**src/core/scl_defines.vh**
```
// constants of the serial command line parser
`ifndef SCL_DEFINES_VH
`define SCL_DEFINES_VH
// received control, punctuation, digit and letter characters, and the case bit
`define SCL_CH_CTRLC 8'h03
`define SCL_CH_CTRLP 8'h10
`define SCL_CH_CTRLT 8'h14
`define SCL_CH_BS 8'h08
`define SCL_CH_ESC 8'h1B
`define SCL_CH_CR 8'h0D
`define SCL_CH_LF 8'h0A
`define SCL_CH_SP 8'h20
`define SCL_CH_QUOTE 8'h22
`define SCL_CH_HELP 8'h3F
`define SCL_CH_PLUS 8'h2B
`define SCL_CH_MINUS 8'h2D
`define SCL_CH_DOT 8'h2E
`define SCL_CH_ZERO 8'h30
`define SCL_CH_NINE 8'h39
`define SCL_CH_X 8'h78
`define SCL_CH_UA 8'h41
`define SCL_CH_UF 8'h46
`define SCL_CH_UZ 8'h5A
`define SCL_CH_LA 8'h61
`define SCL_CH_LZ 8'h7A
`define SCL_CH_UC 8'h43
`define SCL_CH_UD 8'h44
`define SCL_CH_UL 8'h4C
`define SCL_CH_UN 8'h4E
`define SCL_CH_UO 8'h4F
`define SCL_CH_UT 8'h54
`define SCL_CH_UV 8'h56
`define SCL_CH_UW 8'h57
`define SCL_CH_TILDE 8'h7E
`define SCL_CASE_BIT 8'h20
// line buffer and token limits
`define SCL_LINE_MAX 6'd32
`define SCL_KW_MAX 4'd8
`define SCL_ID_MAX 6'd4
// command type codes
`define SCL_TY_NONE 3'd0
`define SCL_TY_CAL 3'd1
`define SCL_TY_DIAG 3'd2
`define SCL_TY_LOGON 3'd3
`define SCL_TY_TEST 3'd4
`define SCL_TY_VAR 3'd5
`define SCL_TY_WARN 3'd6
`define SCL_TY_HELP 3'd7
// argument format bits
`define SCL_FMT_INT 0
`define SCL_FMT_HEX 1
`define SCL_FMT_FLT 2
`define SCL_FMT_BOOL 3
`define SCL_FMT_STR 4
// parse phases
`define SCL_FLD_TYPE 2'd0
`define SCL_FLD_IDKW 2'd1
`define SCL_FLD_ARG 2'd2
`endif

```
**src/core/scl_parser.v**
```verilog
// serial command line parser: line editing, modes, tokenising and argument checks
// How it works
// - control-T selects echoing, editable terminal mode; echo needs both mode flags clear
// - control-C outside a listing selects silent, non-editing computer mode
// - lines end with carriage return; nothing is executed before it
// - backspace in editing mode removes the last buffered character
// - escape in editing mode empties the whole line buffer
// - question mark, optional ID, return starts the full command listing
// - ID optional alone on a line, required and matched on multidrop
// - control-C during the listing pauses it instead of changing mode
// - control-P after a pause resumes the listing where it stopped
// - letters and keywords are matched regardless of case; the x of the 0x prefix must be lowercase
// - line is type letter, optional ID, keyword, arguments, return
// - type letters C, D, L, T, V, W decode to six command types
// - integer is optional sign plus at least one decimal digit
// - hexadecimal is 0x plus hex digits, never signed
// - float is optional sign, digits, optional point, one digit minimum, no exponent
// - boolean is exactly ON or OFF
// - text is quoted printable characters, spaces allowed, no inner quote
// - names must be complete; keyword reported whole with its length
// - every transmitted line ends with carriage return then line feed
// - instrument ID is one to four decimal digits; a leading sign is also accepted and counts toward the four
`include "scl_defines.vh"
module scl_parser (
  input wire mclk,
  input wire rst,
  input wire [7:0] rxData,
  input wire rxValid,
  input wire [1:0] quietFlags,
  input wire multiDrop,
  input wire [13:0] myId,
  input wire listDone,
  output reg termMode_ff,
  output reg listRun_ff,
  output reg listPaused_ff,
  output reg [7:0] txData_ff,
  output reg txValid_ff,
  output reg busy_ff,
  output reg cmdValid_ff,
  output reg syntaxErr_ff,
  output reg [2:0] cmdType_ff,
  output reg idGiven_ff,
  output reg [13:0] cmdId_ff,
  output reg [63:0] keyword_ff,
  output reg [3:0] kwLen_ff,
  output reg [3:0] argCount_ff,
  output reg [4:0] argFmt_ff
);

  ////////////////////////////////////////////////////////////////////////////
  // character helpers
  function [7:0] upc;
    input [7:0] c;
    begin
      upc = (c >= `SCL_CH_LA && c <= `SCL_CH_LZ) ? (c & ~`SCL_CASE_BIT) : c;
    end
  endfunction

  function isDig;
    input [7:0] c;
    begin
      isDig = (c >= `SCL_CH_ZERO) && (c <= `SCL_CH_NINE);
    end
  endfunction

  function isHexDig;
    input [7:0] c;
    begin
      isHexDig = isDig(c) || (upc(c) >= `SCL_CH_UA && upc(c) <= `SCL_CH_UF);
    end
  endfunction

  // six documented type letters, question mark for help
  function [2:0] typeOf;
    input [7:0] c;
    begin
      case (upc(c))
        `SCL_CH_UC: typeOf = `SCL_TY_CAL;
        `SCL_CH_UD: typeOf = `SCL_TY_DIAG;
        `SCL_CH_UL: typeOf = `SCL_TY_LOGON;
        `SCL_CH_UT: typeOf = `SCL_TY_TEST;
        `SCL_CH_UV: typeOf = `SCL_TY_VAR;
        `SCL_CH_UW: typeOf = `SCL_TY_WARN;
        `SCL_CH_HELP: typeOf = `SCL_TY_HELP;
        default: typeOf = `SCL_TY_NONE;
      endcase
    end
  endfunction

  ////////////////////////////////////////////////////////////////////////////
  // state and storage
  localparam ST_COLLECT = 2'd0;
  localparam ST_SCAN = 2'd1;
  localparam ST_FINISH = 2'd2;

  reg [1:0] state_ff;
  reg [7:0] lineBuf [0:31];
  reg [5:0] lineLen_ff;
  reg overflow_ff;
  reg lfPend_ff;
  reg [5:0] scanIdx_ff;
  reg [1:0] fld_ff;
  reg [5:0] tokLen_ff;
  reg digSeen_ff, other_ff, signBad_ff, hex_ff, on_ff, off_ff;
  reg [1:0] dots_ff;
  reg qOpen_ff, qClosed_ff, strOk_ff;
  reg err_ff;
  reg [13:0] idAcc_ff;
  reg [63:0] kwAcc_ff;
  integer i;

  wire echoOn = termMode_ff && (quietFlags == 2'b00);
  wire printable = (rxData >= `SCL_CH_SP) && (rxData <= `SCL_CH_TILDE);
  wire listing = listRun_ff || listPaused_ff;

  ////////////////////////////////////////////////////////////////////////////
  // scan view of the current character and token classification
  wire atEnd = (scanIdx_ff == lineLen_ff);
  wire [7:0] ch = atEnd ? `SCL_CH_SP : lineBuf[scanIdx_ff[4:0]];
  wire delim = atEnd || (ch == `SCL_CH_SP && !qOpen_ff);
  wire isSign = (ch == `SCL_CH_PLUS) || (ch == `SCL_CH_MINUS);
  wire fInt = digSeen_ff && !other_ff && !signBad_ff && dots_ff == 2'd0;
  wire fHex = hex_ff && tokLen_ff >= 6'd3;
  wire fFlt = digSeen_ff && !other_ff && !signBad_ff && dots_ff <= 2'd1;
  wire fBool = (on_ff && tokLen_ff == 6'd2) || (off_ff && tokLen_ff == 6'd3);
  wire fStr = strOk_ff && qClosed_ff && tokLen_ff >= 6'd3;
  wire [4:0] fmt = {fStr, fBool, fFlt, fHex, fInt};
  wire isSignTok = signBad_ff || (dots_ff != 2'd0);
  wire idTok = digSeen_ff && !other_ff && !isSignTok && tokLen_ff <= `SCL_ID_MAX;
  wire [2:0] ty = typeOf(lineBuf[0]);

  ////////////////////////////////////////////////////////////////////////////
  // receive side: modes, listing control, editing and echo
  always @(posedge mclk or posedge rst) begin
    if (rst) begin
      state_ff <= ST_COLLECT;
      termMode_ff <= 1'b0;
      listRun_ff <= 1'b0;
      listPaused_ff <= 1'b0;
      txData_ff <= 8'h00;
      txValid_ff <= 1'b0;
      lfPend_ff <= 1'b0;
      lineLen_ff <= 6'd0;
      overflow_ff <= 1'b0;
      busy_ff <= 1'b0;
      scanIdx_ff <= 6'd0;
      fld_ff <= `SCL_FLD_TYPE;
      tokLen_ff <= 6'd0;
      digSeen_ff <= 1'b0;
      other_ff <= 1'b0;
      signBad_ff <= 1'b0;
      hex_ff <= 1'b0;
      on_ff <= 1'b0;
      off_ff <= 1'b0;
      dots_ff <= 2'd0;
      qOpen_ff <= 1'b0;
      qClosed_ff <= 1'b0;
      strOk_ff <= 1'b0;
      err_ff <= 1'b0;
      idAcc_ff <= 14'h0000;
      kwAcc_ff <= 64'h0000_0000_0000_0000;
      cmdValid_ff <= 1'b0;
      syntaxErr_ff <= 1'b0;
      cmdType_ff <= `SCL_TY_NONE;
      idGiven_ff <= 1'b0;
      cmdId_ff <= 14'h0000;
      keyword_ff <= 64'h0000_0000_0000_0000;
      kwLen_ff <= 4'd0;
      argCount_ff <= 4'd0;
      argFmt_ff <= 5'h00;
      for (i = 0; i < 32; i = i + 1) begin
        lineBuf[i] <= 8'h00;
      end
    end else begin
      txValid_ff <= 1'b0;
      cmdValid_ff <= 1'b0;
      syntaxErr_ff <= 1'b0;
      // line feed follows every echoed carriage return
      if (lfPend_ff) begin
        txData_ff <= `SCL_CH_LF;
        txValid_ff <= 1'b1;
        lfPend_ff <= 1'b0;
      end
      // listing engine reports the end of the listing
      if (listDone) begin
        listRun_ff <= 1'b0;
        listPaused_ff <= 1'b0;
      end
      // control characters act at once, even while a line is scanned
      if (rxValid && rxData == `SCL_CH_CTRLT) begin
        termMode_ff <= 1'b1;
      end else if (rxValid && rxData == `SCL_CH_CTRLC) begin
        if (listing) begin
          listRun_ff <= 1'b0;
          listPaused_ff <= 1'b1;
        end else begin
          termMode_ff <= 1'b0;
        end
      end else if (rxValid && rxData == `SCL_CH_CTRLP && listPaused_ff && !listDone) begin
        listPaused_ff <= 1'b0;
        listRun_ff <= 1'b1;
      end
      case (state_ff)
        ST_COLLECT: begin
          if (rxValid && rxData == `SCL_CH_CR) begin
            state_ff <= ST_SCAN;
            busy_ff <= 1'b1;
            scanIdx_ff <= 6'd0;
            fld_ff <= `SCL_FLD_TYPE;
            tokLen_ff <= 6'd0;
            err_ff <= overflow_ff;
            qOpen_ff <= 1'b0; // stale open quote would swallow a leading space
            idGiven_ff <= 1'b0;
            kwLen_ff <= 4'd0;
            argCount_ff <= 4'd0;
            argFmt_ff <= 5'h00;
            cmdType_ff <= `SCL_TY_NONE;
            if (echoOn) begin
              txData_ff <= `SCL_CH_CR;
              txValid_ff <= 1'b1;
              lfPend_ff <= 1'b1;
            end
          end else if (rxValid && rxData == `SCL_CH_BS && echoOn) begin
            if (lineLen_ff != 6'd0) begin
              lineLen_ff <= lineLen_ff - 6'd1;
              txData_ff <= `SCL_CH_BS;
              txValid_ff <= 1'b1;
            end
          end else if (rxValid && rxData == `SCL_CH_ESC && echoOn) begin
            lineLen_ff <= 6'd0;
            overflow_ff <= 1'b0;
          end else if (rxValid && printable) begin
            // a full buffer drops the char but poisons the line
            if (lineLen_ff == `SCL_LINE_MAX) begin
              overflow_ff <= 1'b1;
            end else begin
              lineBuf[lineLen_ff[4:0]] <= rxData;
              lineLen_ff <= lineLen_ff + 6'd1;
            end
            if (echoOn) begin
              txData_ff <= rxData;
              txValid_ff <= 1'b1;
            end
          end
        end
        ST_SCAN: begin
          scanIdx_ff <= scanIdx_ff + 6'd1;
          if (delim) begin
            // token end; runs of spaces give empty tokens, skipped
            if (tokLen_ff != 6'd0) begin
              case (fld_ff)
                `SCL_FLD_TYPE: begin
                  cmdType_ff <= ty;
                  fld_ff <= `SCL_FLD_IDKW;
                  if (tokLen_ff != 6'd1 || ty == `SCL_TY_NONE) begin
                    err_ff <= 1'b1;
                  end
                end
                `SCL_FLD_IDKW: begin
                  if (idTok && !idGiven_ff) begin
                    idGiven_ff <= 1'b1;
                    cmdId_ff <= idAcc_ff;
                  end else if (other_ff && tokLen_ff <= {2'b00, `SCL_KW_MAX}) begin
                    keyword_ff <= kwAcc_ff;
                    kwLen_ff <= tokLen_ff[3:0];
                    fld_ff <= `SCL_FLD_ARG;
                  end else begin
                    err_ff <= 1'b1;
                  end
                end
                default: begin
                  argFmt_ff <= fmt;
                  argCount_ff <= argCount_ff + 4'd1;
                  if (fmt == 5'h00) begin
                    err_ff <= 1'b1;
                  end
                end
              endcase
            end
            tokLen_ff <= 6'd0;
            if (atEnd) begin
              state_ff <= ST_FINISH;
            end
          end else begin
            // per character token checks
            tokLen_ff <= tokLen_ff + 6'd1;
            if (tokLen_ff == 6'd0) begin
              digSeen_ff <= isDig(ch);
              other_ff <= !(isDig(ch) || isSign || ch == `SCL_CH_DOT);
              signBad_ff <= 1'b0;
              dots_ff <= (ch == `SCL_CH_DOT) ? 2'd1 : 2'd0;
              hex_ff <= (ch == `SCL_CH_ZERO);
              on_ff <= (upc(ch) == `SCL_CH_UO);
              off_ff <= (upc(ch) == `SCL_CH_UO);
              qOpen_ff <= (ch == `SCL_CH_QUOTE);
              strOk_ff <= (ch == `SCL_CH_QUOTE);
              qClosed_ff <= 1'b0;
              idAcc_ff <= isDig(ch) ? {10'd0, ch[3:0]} : 14'h0000;
              kwAcc_ff <= {56'd0, upc(ch)};
            end else begin
              digSeen_ff <= digSeen_ff || isDig(ch);
              if (!(isDig(ch) || isSign || ch == `SCL_CH_DOT)) begin
                other_ff <= 1'b1;
              end
              if (isSign) begin
                signBad_ff <= 1'b1;
              end
              if (ch == `SCL_CH_DOT && dots_ff != 2'd2) begin
                dots_ff <= dots_ff + 2'd1;
              end
              if (tokLen_ff == 6'd1) begin
                hex_ff <= hex_ff && (ch == `SCL_CH_X);
              end else begin
                hex_ff <= hex_ff && isHexDig(ch);
              end
              on_ff <= on_ff && tokLen_ff == 6'd1 && upc(ch) == `SCL_CH_UN;
              off_ff <= off_ff && tokLen_ff <= 6'd2 && upc(ch) == `SCL_CH_UF;
              if (qOpen_ff && ch == `SCL_CH_QUOTE) begin
                qOpen_ff <= 1'b0;
                qClosed_ff <= 1'b1;
              end else if (qClosed_ff) begin
                strOk_ff <= 1'b0;
              end
              // id fits 14 bits: at most four digits are accepted
              idAcc_ff <= (idAcc_ff * 14'd10) + {10'd0, ch[3:0]};
              if (tokLen_ff < {2'b00, `SCL_KW_MAX}) begin
                kwAcc_ff <= {kwAcc_ff[55:0], upc(ch)};
              end
            end
          end
        end
        ST_FINISH: begin
          state_ff <= ST_COLLECT;
          busy_ff <= 1'b0;
          lineLen_ff <= 6'd0;
          overflow_ff <= 1'b0;
          if (lineLen_ff == 6'd0 && !err_ff) begin
            // empty line: nothing to do
          end else if (err_ff || qOpen_ff ||
                       (cmdType_ff != `SCL_TY_HELP && fld_ff != `SCL_FLD_ARG) ||
                       (cmdType_ff == `SCL_TY_HELP && fld_ff == `SCL_FLD_ARG)) begin
            syntaxErr_ff <= 1'b1;
          end else if (multiDrop && (!idGiven_ff || cmdId_ff != myId)) begin
            // not addressed to this instrument on a shared line
            cmdType_ff <= cmdType_ff;
          end else if (cmdType_ff == `SCL_TY_HELP) begin
            listRun_ff <= 1'b1;
            listPaused_ff <= 1'b0;
          end else begin
            cmdValid_ff <= 1'b1;
          end
        end
        default: begin
          state_ff <= ST_COLLECT;
        end
      endcase
    end
  end

endmodule // scl_parser

```
**config.mk**
```make
export PLATFORM = sky130hd
export DESIGN_NAME = scl_parser
export DESIGN_NICKNAME = d
export VERILOG_FILES = /design/src/core/scl_parser.v
export VERILOG_INCLUDE_DIRS = /design/src /design/src/core
export SDC_FILE = /design/constraint.sdc
export NUM_CORES = 1
export LEC_CHECK = 0
export BUFFER_PORTS_ARGS = -buffer_cell sky130_fd_sc_hd__buf_2
export CAP_MARGIN = 20
export CORE_MARGIN = 4
export CORE_UTILIZATION = 35
export DETAILED_ROUTE_END_ITERATION = 12
export SYNTH_ARGS = -nofsm -noshare
export SYNTH_HDL_FRONTEND = slang
export SYNTH_SLANG_ARGS = --single-unit
export TNS_END_PERCENT = 30
```
**constraint.sdc**
```tcl
create_clock -name mclk -period 20.9 [get_ports mclk]
set_input_delay 2.09 -clock mclk [delete_from_list [all_inputs] [get_ports mclk]]
set_output_delay 2.09 -clock mclk [all_outputs]
set_load 0.02 [all_outputs]
```
==> results of run 1 <==
==> kinds of logic (layout without fill, tap and decap cells) <==
family,after synthesis,after routing,share of synthesized area
AOI/OAI and AO/OA,335,335,0.0950
DFF,480,480,0.529
xor gates and xnor gates,39,39,0.0157
and+or+nand+nor,408,408,0.0913
adders and majority gates,37,37,0.0211
muxes,390,390,0.219
buffers and inverters,152,275,0.0290
==> final cells by class <==
cell class	count	area, sq um	share of cell area
clock buffer	73	1450	0.0563
clock inverter	17	154	0.00598
inverter	28	113	0.00438
multi-input combinational	1209	10000	0.390
sequential	480	12000	0.467
tap	855	1070	0.0416
timing repair buffer	157	883	0.0343
==> metal layers <==
layer,vias up,global-route usage
li1,6887,-
met1,7786,0.216
met2,408,0.276
met3,86,0.0294
met4,0,0.0450
met5,-,0
==> sequential cells by signal, summed over array words and instances (netlist names), 4 cells and up <==
| register | cells |
|---|---|
| txData_ff | 8 |
| argFmt_ff | 5 |
| kwAcc_ff | 64 |
| lineLen_ff | 6 |
| keyword_ff | 64 |
| kwLen_ff | 4 |
| tokLen_ff | 6 |
| lineBuf | 256 |
| idAcc_ff | 14 |
| scanIdx_ff | 6 |
| argCount_ff | 4 |
| cmdId_ff | 14 |
==> per-stage QoR <==
stage / cells / total power [mW]
floorplan: 1841 / 1.82
global placement: 2726 / 2.05
detailed placement: 2726 / 2.07
CTS: 2816 / 2.95
global route: 2819 / 3.09
finish: 2819 / 2.93
==> critical path: cells and delay by family, from the launching register on <==
kind,cells,cell delay [ps]
buf+inv,2,920
simple gates,6,1600
flops,1,860
mux,1,580
fa+ha+maj,1,370
xor+xnor,1,380
compound gates,3,910
==> path summary, 6_finish.rpt <==
check	from	endpoint	slack (ps)
worst min register to register	keyword_ff[62]	keyword_ff[62]	480
min in group asynchronous	rst	termMode_ff	1620
worst min-delay path	keyword_ff[62]	keyword_ff[62]	480
max in group asynchronous	rst	lineBuf[161]	17040
worst max-delay path	scanIdx_ff[0]	idAcc_ff[13]	15090
worst max register to register	scanIdx_ff[0]	idAcc_ff[13]	15090
==> cells in the final DEF, fill, tap and decap left out, drive strengths merged, types with 11 or more instances in the layout <==
cell / Yosys / final
nor3b: 13 / 13
a31oi: 15 / 15
nand2: 148 / 148
nor3: 24 / 24
clkinv: 1 / 15
nor2b: 12 / 12
dfrtp: 480 / 480
xor2: 12 / 12
o21ai: 159 / 159
and2: 39 / 39
mux4: 53 / 53
mux2: 315 / 315
buf: 31 / 157
nor2: 61 / 61
a22o: 23 / 23
nor4: 11 / 11
xnor2: 26 / 26
o31ai: 21 / 21
inv: 27 / 27
a21oi: 31 / 31
nand3: 26 / 26
nand2b: 12 / 12
mux2i: 22 / 22
nand4: 12 / 12
ha: 35 / 35
clkbuf: 93 / 73
or3: 12 / 12
==> power breakdown <==
group	leakage, nW	total, mW	internal (mW)	switching (mW)
clock	0.783	0.860	0.483	0.376
combinational	4.82	0.894	0.353	0.541
sequential	6.58	1.18	1.04	0.132
total	12.2	2.93	1.88	1.05
==> results.json, run 1 <==
{
  "outcome": "finished clean",
  "setup_viol": 0,
  "wl_met3_um": 2740,
  "grt_pass1_wl_um": 91700,
  "fp.dieArea_sq_mm": 0.0690,
  "start_kind": "flop",
  "setup_tns_ps": 0,
  "initial_utilization": 0.353,
  "layout_worst_path_cycle_share": 0.278,
  "required_ps": 21390,
  "cts-htree-levels": 2,
  "clock-skew-final_ps": 38.0,
  "holdPathStages": 1,
  "route.detailed.drc": 0,
  "yosysSeqAreaShare": 0.529,
  "fmax_ghz": 0.172,
  "final_hold_viol_count": 0,
  "grt_usage": 0.163,
  "routedWlPerCell_um": 20.4,
  "ys_ff_latch": 480,
  "met1_length_um": 24800,
  "fp.dieW_um": 263,
  "cts-root-buf": "clkbuf_16",
  "grt_start_max_net_pins": 191,
  "period_minus_slack_ps": 5810,
  "synthFlopType": "dfrtp_1",
  "yosysMostFrequentCell": "dfrtp_1",
  "ff2ff_path_depth": 14,
  "port_buffers": 138,
  "synth_nets": 1907,
  "hold_class": "flop to flop",
  "slew_violations": 0,
  "synth.area.top_cells": "dfrtp_1 53%, mux2_2 15%, mux4_2 5.3%, o21ai_0 3.5%, nand2_1 2.4%",
  "post-route-util": 0.400,
  "path_cells": "buf_4 > mux4_2 > and2_1 > o311ai_4 > inv_1 > ha_1 > nor2b_1 > o21ai_0 > nor3b_1 > nand3_1 > nand3b_1 > nor4bb_1 > xnor3_1 > o31ai_1",
  "rsz0062_at_grt": "false",
  "nFillCells": 6028,
  "clock_latency_ps": 610,
  "die_h_um": 263,
  "drive_above_1_share": 0.313,
  "clk_pin_slew_ps": 60,
  "whs_ps": 477,
  "synth_area_sq_mm": 0.0227,
  "place_area_sq_mm": 0.0241,
  "worstSetupEndpointType": "flop",
  "antenna_found_initial": 0,
  "p_leak_nw": 12.2,
  "via_per_inst": 5.38,
  "synth_async_sr_flop_share": 1.00,
  "gp_congestion": 0.850,
  "clkSinkCount": 480,
  "yosysTopAreaCell": "dfrtp_1",
  "p_per_area_mw_per_mm2": 114,
  "hpwl_um": 37200,
  "drt_first_pass_iters": 5,
  "maxSlewHeadroom": 0.206,
  "diodes": 0,
  "worstMarginPinSlew_ps": 1190,
  "ys_top_cells_by_count": "480 x dfrtp_1, 299 x mux2_2, 159 x o21ai_0",
  "fp-row-count": 93,
  "cap_violations": 0,
  "area_delta_synth_final_pct": 13.4,
  "yosys_warnings": 0,
  "fp.coreArea_sq_mm": 0.0643,
  "drtIter0Drc": 1125,
  "synth_cells": 1841,
  "final_nets": 1992,
  "cts_setup_buffers": 0,
  "ant_nets": 0,
  "synth_top_area_share": 0.529,
  "peakVddDrop_mv": 0.0741,
  "top_layer_used": "met4",
  "worstPathArrival_ps": 6310,
  "path_class": "flop to flop",
  "critPathSlowestCell": "dfrtp_4",
  "cts_buffers": 50,
  "slowest_delay_ps": 860,
  "grt-ovfl-total": 0,
  "cts_tree": "yes",
  "synth_edf_count": 0,
  "setup_ws_ps": 15090,
  "vias": 15200,
  "wl_um": 57500,
  "pin_count": 139,
  "dr_wl_met2_um": 28400,
  "finalInstanceArea_sq_mm": 0.0257,
  "synth.distinct_cells": 80,
  "syn_avg_cell_area_sq_um": 12.3,
  "cts_resized": 0,
  "worst-path-max-fanout": 43,
  "pre_cts_slack_ps": 15000,
  "cts_hold_buf": 0,
  "ctsLongestPathBuffers": 3,
  "grt_pass1_vias": 15600
}
No activity file was read; power rests on OpenSTA's default activity.
==> run 2: changes to the inputs <==
- clock period: 20.9 -> 5.75 ns (I/O delays scaled with it)
==> results.json, run 2 (synthesized netlist as in run 1, its figures left out) <==
{
  "final_hold_viol_count": 0,
  "switching_share": 0.346,
  "finalInstanceArea_sq_mm": 0.0261,
  "initial_utilization": 0.353,
  "post-place-cells": 2748,
  "worstPathArrival_ps": 5530,
  "max_flop_register": "lineBuf",
  "worstMarginPinSlew_ps": 1060,
  "drive_above_1_share": 0.320,
  "worstSetupEndpointType": "flop",
  "worst-path-max-fanout": 44,
  "drtIter0Drc": 1063,
  "diodes": 0,
  "grt_usage": 0.168,
  "ant_nets": 0,
  "period_minus_slack_ps": 5030,
  "cap_violations": 0,
  "die_h_um": 263,
  "grt-ovfl-total": 0,
  "switchingPower_mw": 3.82,
  "cts-root-buf": "clkbuf_16",
  "seq_power_share": 0.389,
  "clock-skew-final_ps": 16.9,
  "fp.dieW_um": 263,
  "gp_congestion": 0.847,
  "fp-row-count": 93,
  "power.internal_mw": 7.20,
  "mostFrequentLayoutCells": "477 x dfrtp_1, 299 x mux2_2, 159 x o21ai_0",
  "cts_buffers": 51,
  "path_class": "flop to flop",
  "outcome": "finished clean",
  "routedWlPerCell_um": 20.7,
  "final_nets": 2017,
  "largest_registers": "lineBuf x256, keyword_ff x64, kwAcc_ff x64",
  "setup_viol": 0,
  "cts-htree-levels": 2,
  "power_mw": 11.0,
  "vias": 15300,
  "grt_pass1_vias": 15900,
  "layout_worst_path_cycle_share": 0.875,
  "pwr-share-clk": 0.310,
  "combPwrFrac": 0.301,
  "drt_first_pass_iters": 5,
  "cts_setup_buffers": 0,
  "place_area_sq_mm": 0.0243,
  "clkSinkCount": 480,
  "p_leak_nw": 12.4,
  "clk_pin_slew_ps": 60,
  "ctsLongestPathBuffers": 3,
  "grt_start_max_net_pins": 180,
  "final_common_cell": "dfrtp_1",
  "area_delta_synth_final_pct": 15.0,
  "fp.coreArea_sq_mm": 0.0643,
  "cts_tree": "yes",
  "maxSlewHeadroom": 0.296,
  "cts_resized": 0,
  "route.detailed.drc": 0,
  "via_per_inst": 5.39,
  "port_buffers": 138,
  "fmax_ghz": 0.199,
  "wl_um": 59000,
  "rsz0062_at_grt": "false",
  "hpwl_um": 39200,
  "slew_violations": 0,
  "required_ps": 6250,
  "start_kind": "flop",
  "peakVddDrop_mv": 0.218,
  "clock_latency_ps": 600,
  "hold_class": "input port to flop",
  "p_per_area_mw_per_mm2": 422,
  "pin_count": 139,
  "grt_pass1_wl_um": 94200,
  "antenna_found_initial": 0,
  "final_cells": 2845,
  "fp.dieArea_sq_mm": 0.0690,
  "largest_register_ffs": 256
}
## run 2: cell count changes in the layout (fill, tap and decap cells not counted), sizes merged
cell / delta
clkbuf: +5
clkinv: -9
clkinvlp: -1
inv: +2
bufinv: +5
dlymetal6s2s: +2
dlygate4sd3: +1
buf: +21
## run 2: metrics by stage
stage                     hold slack (ps)   util  setup WS, ps  setup TNS [ps]
after floorplan                       443      -         -1330         -638270
after global placement                461  0.377           803               0
after detailed placement              465  0.377           671               0
after CTS                             290  0.404           670               0
after global routing                  311  0.406           356               0
final                                 329  0.406           720               0
## run 2: path summary, 6_finish.rpt
path | start | to | slack, ps | depth (start not counted)
worst max-delay path | scanIdx_ff[0] | idAcc_ff[13] | 720 | 13
worst min-delay path | listDone | listRun_ff | 330 | 4
worst max register to register | scanIdx_ff[0] | idAcc_ff[13] | 720 | 13
worst min register to register | keyword_ff[5] | keyword_ff[5] | 480 | 1
max in group asynchronous | rst | lineBuf[98] | 3800 | 6
min in group asynchronous | rst | cmdType_ff[2] | 480 | 3
## run 2: what timing repair did
action | in CTS | in global routing
endpoints found under the hold margin | 5 | 0
endpoints found under the setup margin | 0 | 0
hold buffers | 1 | 0
## run 2: per-layer routing
layer | track usage | share of wire
met1 | 0.221 | 0.43
met2 | 0.288 | 0.50
met3 | 0.0294 | 0.046
met4 | 0.0473 | 0.026
met5 | 0 | 0
## run 2: layout make-up
class	instances	area (sq um)
Sequential cell	480	12000
Timing Repair Buffer	181	1120
Tap cell	855	1070
Clock buffer	78	1520
Inverter	28	109
Clock inverter	14	224
Multi-Input combinational cell	1209	10000
Fill cell	6074	38300
## run 2: power groups by stage
stage               registers [mW]  logic (mW)  clock network, mW
floorplan                     4.07        2.54                  0
global placement              4.33        3.22                  0
detailed placement            4.35        3.27                  0
CTS                           4.29        3.28               3.51
global route                  4.35        3.63               3.65
finish                        4.29        3.31               3.42
## run 2: worst max-delay path, stage by stage, from the launching register on
cell	delay, ps
dfrtp_4	920
mux4_2	580
a22o_1	290
o311ai_4	450
inv_1	210
ha_1	360
nor2b_1	170
o21ai_0	150
nor3b_1	400
nand3_1	180
nand3b_1	230
nor4bb_1	400
xnor3_1	380
o31ai_1	200
==> run 3: changes to the inputs <==
- CORE_UTILIZATION: 35 -> 31
==> results.json, run 3 (synthesized netlist as in run 1, its figures left out) <==
{
  "period_minus_slack_ps": 5090,
  "pin_count": 139,
  "finalInstanceArea_sq_mm": 0.0262,
  "post-route-util": 0.364,
  "worstSetupEndpointType": "flop",
  "ctsLongestPathBuffers": 3,
  "largest_registers": "lineBuf x256, keyword_ff x64, kwAcc_ff x64",
  "path_cells": "buf_4 > mux4_2 > a22o_1 > a211oi_1 > a211oi_1 > or4_1 > o41a_4 > nor3_4 > buf_12 > mux2_2",
  "final_cells": 2947,
  "path_delay_family": "simple AND/OR/NAND/NOR gates",
  "reg2reg_from": "scanIdx_ff[0]",
  "grt_start_max_net_pins": 178,
  "final_nets": 2023,
  "hpwl_um": 40500,
  "port_buffers": 138,
  "cpMostUsedCell": "a211oi_1",
  "worstMarginPinSlew_ps": 1070,
  "p_leak_nw": 12.4,
  "cts-root-buf": "clkbuf_16",
  "fp.coreArea_sq_mm": 0.0720,
  "clk_pin_slew_ps": 70,
  "final_hold_viol_count": 0,
  "final_common_cell": "dfrtp_1",
  "pwr-share-clk": 0.300,
  "setup_tns_ps": 0,
  "hold_class": "input port to async pin",
  "slew_violations": 0,
  "route.detailed.drc": 0,
  "cts_setup_buffers": 0,
  "worstPathArrival_ps": 5570,
  "p_per_area_mw_per_mm2": 416,
  "ant_nets": 0,
  "routedWlPerCell_um": 20.4,
  "pre_cts_slack_ps": 560,
  "worst-path-max-fanout": 37,
  "vias": 15500,
  "grt_busiest_layer": "met2",
  "area_delta_synth_final_pct": 15.3,
  "combPwrFrac": 0.305,
  "switchingPower_mw": 3.88,
  "setup_ws_ps": 664,
  "switching_share": 0.356,
  "rsz0062_at_grt": "false",
  "diodes": 0,
  "peakVddDrop_mv": 0.240,
  "grt_pass1_wl_um": 96000,
  "grt-ovfl-total": 0,
  "drive_above_1_share": 0.323,
  "critPathLaunch": "scanIdx_ff[0]",
  "die_h_um": 279,
  "fp.dieArea_sq_mm": 0.0776,
  "clock-skew-final_ps": 30.3,
  "drt_first_pass_iters": 5,
  "antenna_found_initial": 0,
  "fmax_ghz": 0.197,
  "grt_usage": 0.153,
  "power_mw": 10.9,
  "critPathSlowestCell": "dfrtp_4",
  "required_ps": 6230,
  "met3_usage": 0.0276,
  "start_kind": "flop",
  "power.internal_mw": 7.01,
  "nFillCells": 6915,
  "grtUsageMet2": 0.261,
  "met1_usage": 0.200,
  "cts-htree-levels": 2,
  "outcome": "finished clean",
  "whs_ps": 99.0,
  "fp-row-count": 98,
  "wl_um": 60200,
  "mostFrequentLayoutCells": "478 x dfrtp_1, 299 x mux2_2, 159 x o21ai_0",
  "clkSinkCount": 480,
  "cts_hold_buf": 0,
  "largest_register_ffs": 256,
  "path_class": "flop to flop",
  "seq_power_share": 0.395,
  "critPathBufInv": 2,
  "cts_resized": 0,
  "max_flop_register": "lineBuf",
  "slowest_delay_ps": 880,
  "maxSlewHeadroom": 0.286,
  "post-place-cells": 2853,
  "cts_tree": "yes",
  "initial_utilization": 0.315,
  "cts_buffers": 51,
  "drtIter0Drc": 1152,
  "place_area_sq_mm": 0.0245,
  "via_per_inst": 5.27,
  "grt_pass1_vias": 16200,
  "fp.dieW_um": 279,
  "setup_viol": 0,
  "layout_worst_path_cycle_share": 0.884,
  "clock_latency_ps": 610,
  "gp_congestion": 0.872,
  "cap_violations": 0
}
## run 3: worst paths after layout
path	to	cells after the start	slack, ps
min in group mclk	listRun_ff	4	310
worst min register to register	txData_ff[7]	1	480
worst max-delay path	keyword_ff[15]	10	660
worst min-delay path	termMode_ff	2	100
worst max register to register	keyword_ff[15]	10	660
max in group asynchronous	lineBuf[71]	3	4210
## run 3: layout make-up
type | instances | area (sq um) | area share
Clock buffer | 75 | 1500 | 0.0572
Clock inverter | 18 | 168 | 0.00641
Inverter | 28 | 109 | 0.00416
Multi-Input combinational cell | 1209 | 10000 | 0.384
Sequential cell | 480 | 12000 | 0.459
Tap cell | 950 | 1190 | 0.0454
Timing Repair Buffer | 187 | 1150 | 0.0440
## run 3: layer usage
| layer | routed length (um) | vias up | share of wire |
|---|---|---|---|
| li1 | - | 6964 | - |
| met1 | 26000 | 8031 | 0.43 |
| met2 | 29400 | 431 | 0.49 |
| met3 | 3140 | 93 | 0.052 |
| met4 | 1590 | 0 | 0.026 |
| met5 | 0 | - | 0 |
## run 3: worst reg2reg max path: stages, from the launching register on
cell and delay [ps]:
dfrtp_4 880, buf_4 360, mux4_2 530, a22o_1 190, a211oi_1 320, a211oi_1 210, or4_1 770, o41a_4 500
nor3_4 570, buf_12 290, mux2_2 370
## run 3: power groups by stage
stage / combinational, mW / clock, mW / sequential, mW
after floorplan: 2.54 / 0 / 4.07
after global placement: 3.22 / 0 / 4.35
after detailed placement: 3.30 / 0 / 4.37
after CTS: 3.32 / 3.36 / 4.31
after global routing: 3.62 / 3.50 / 4.37
final: 3.32 / 3.27 / 4.30
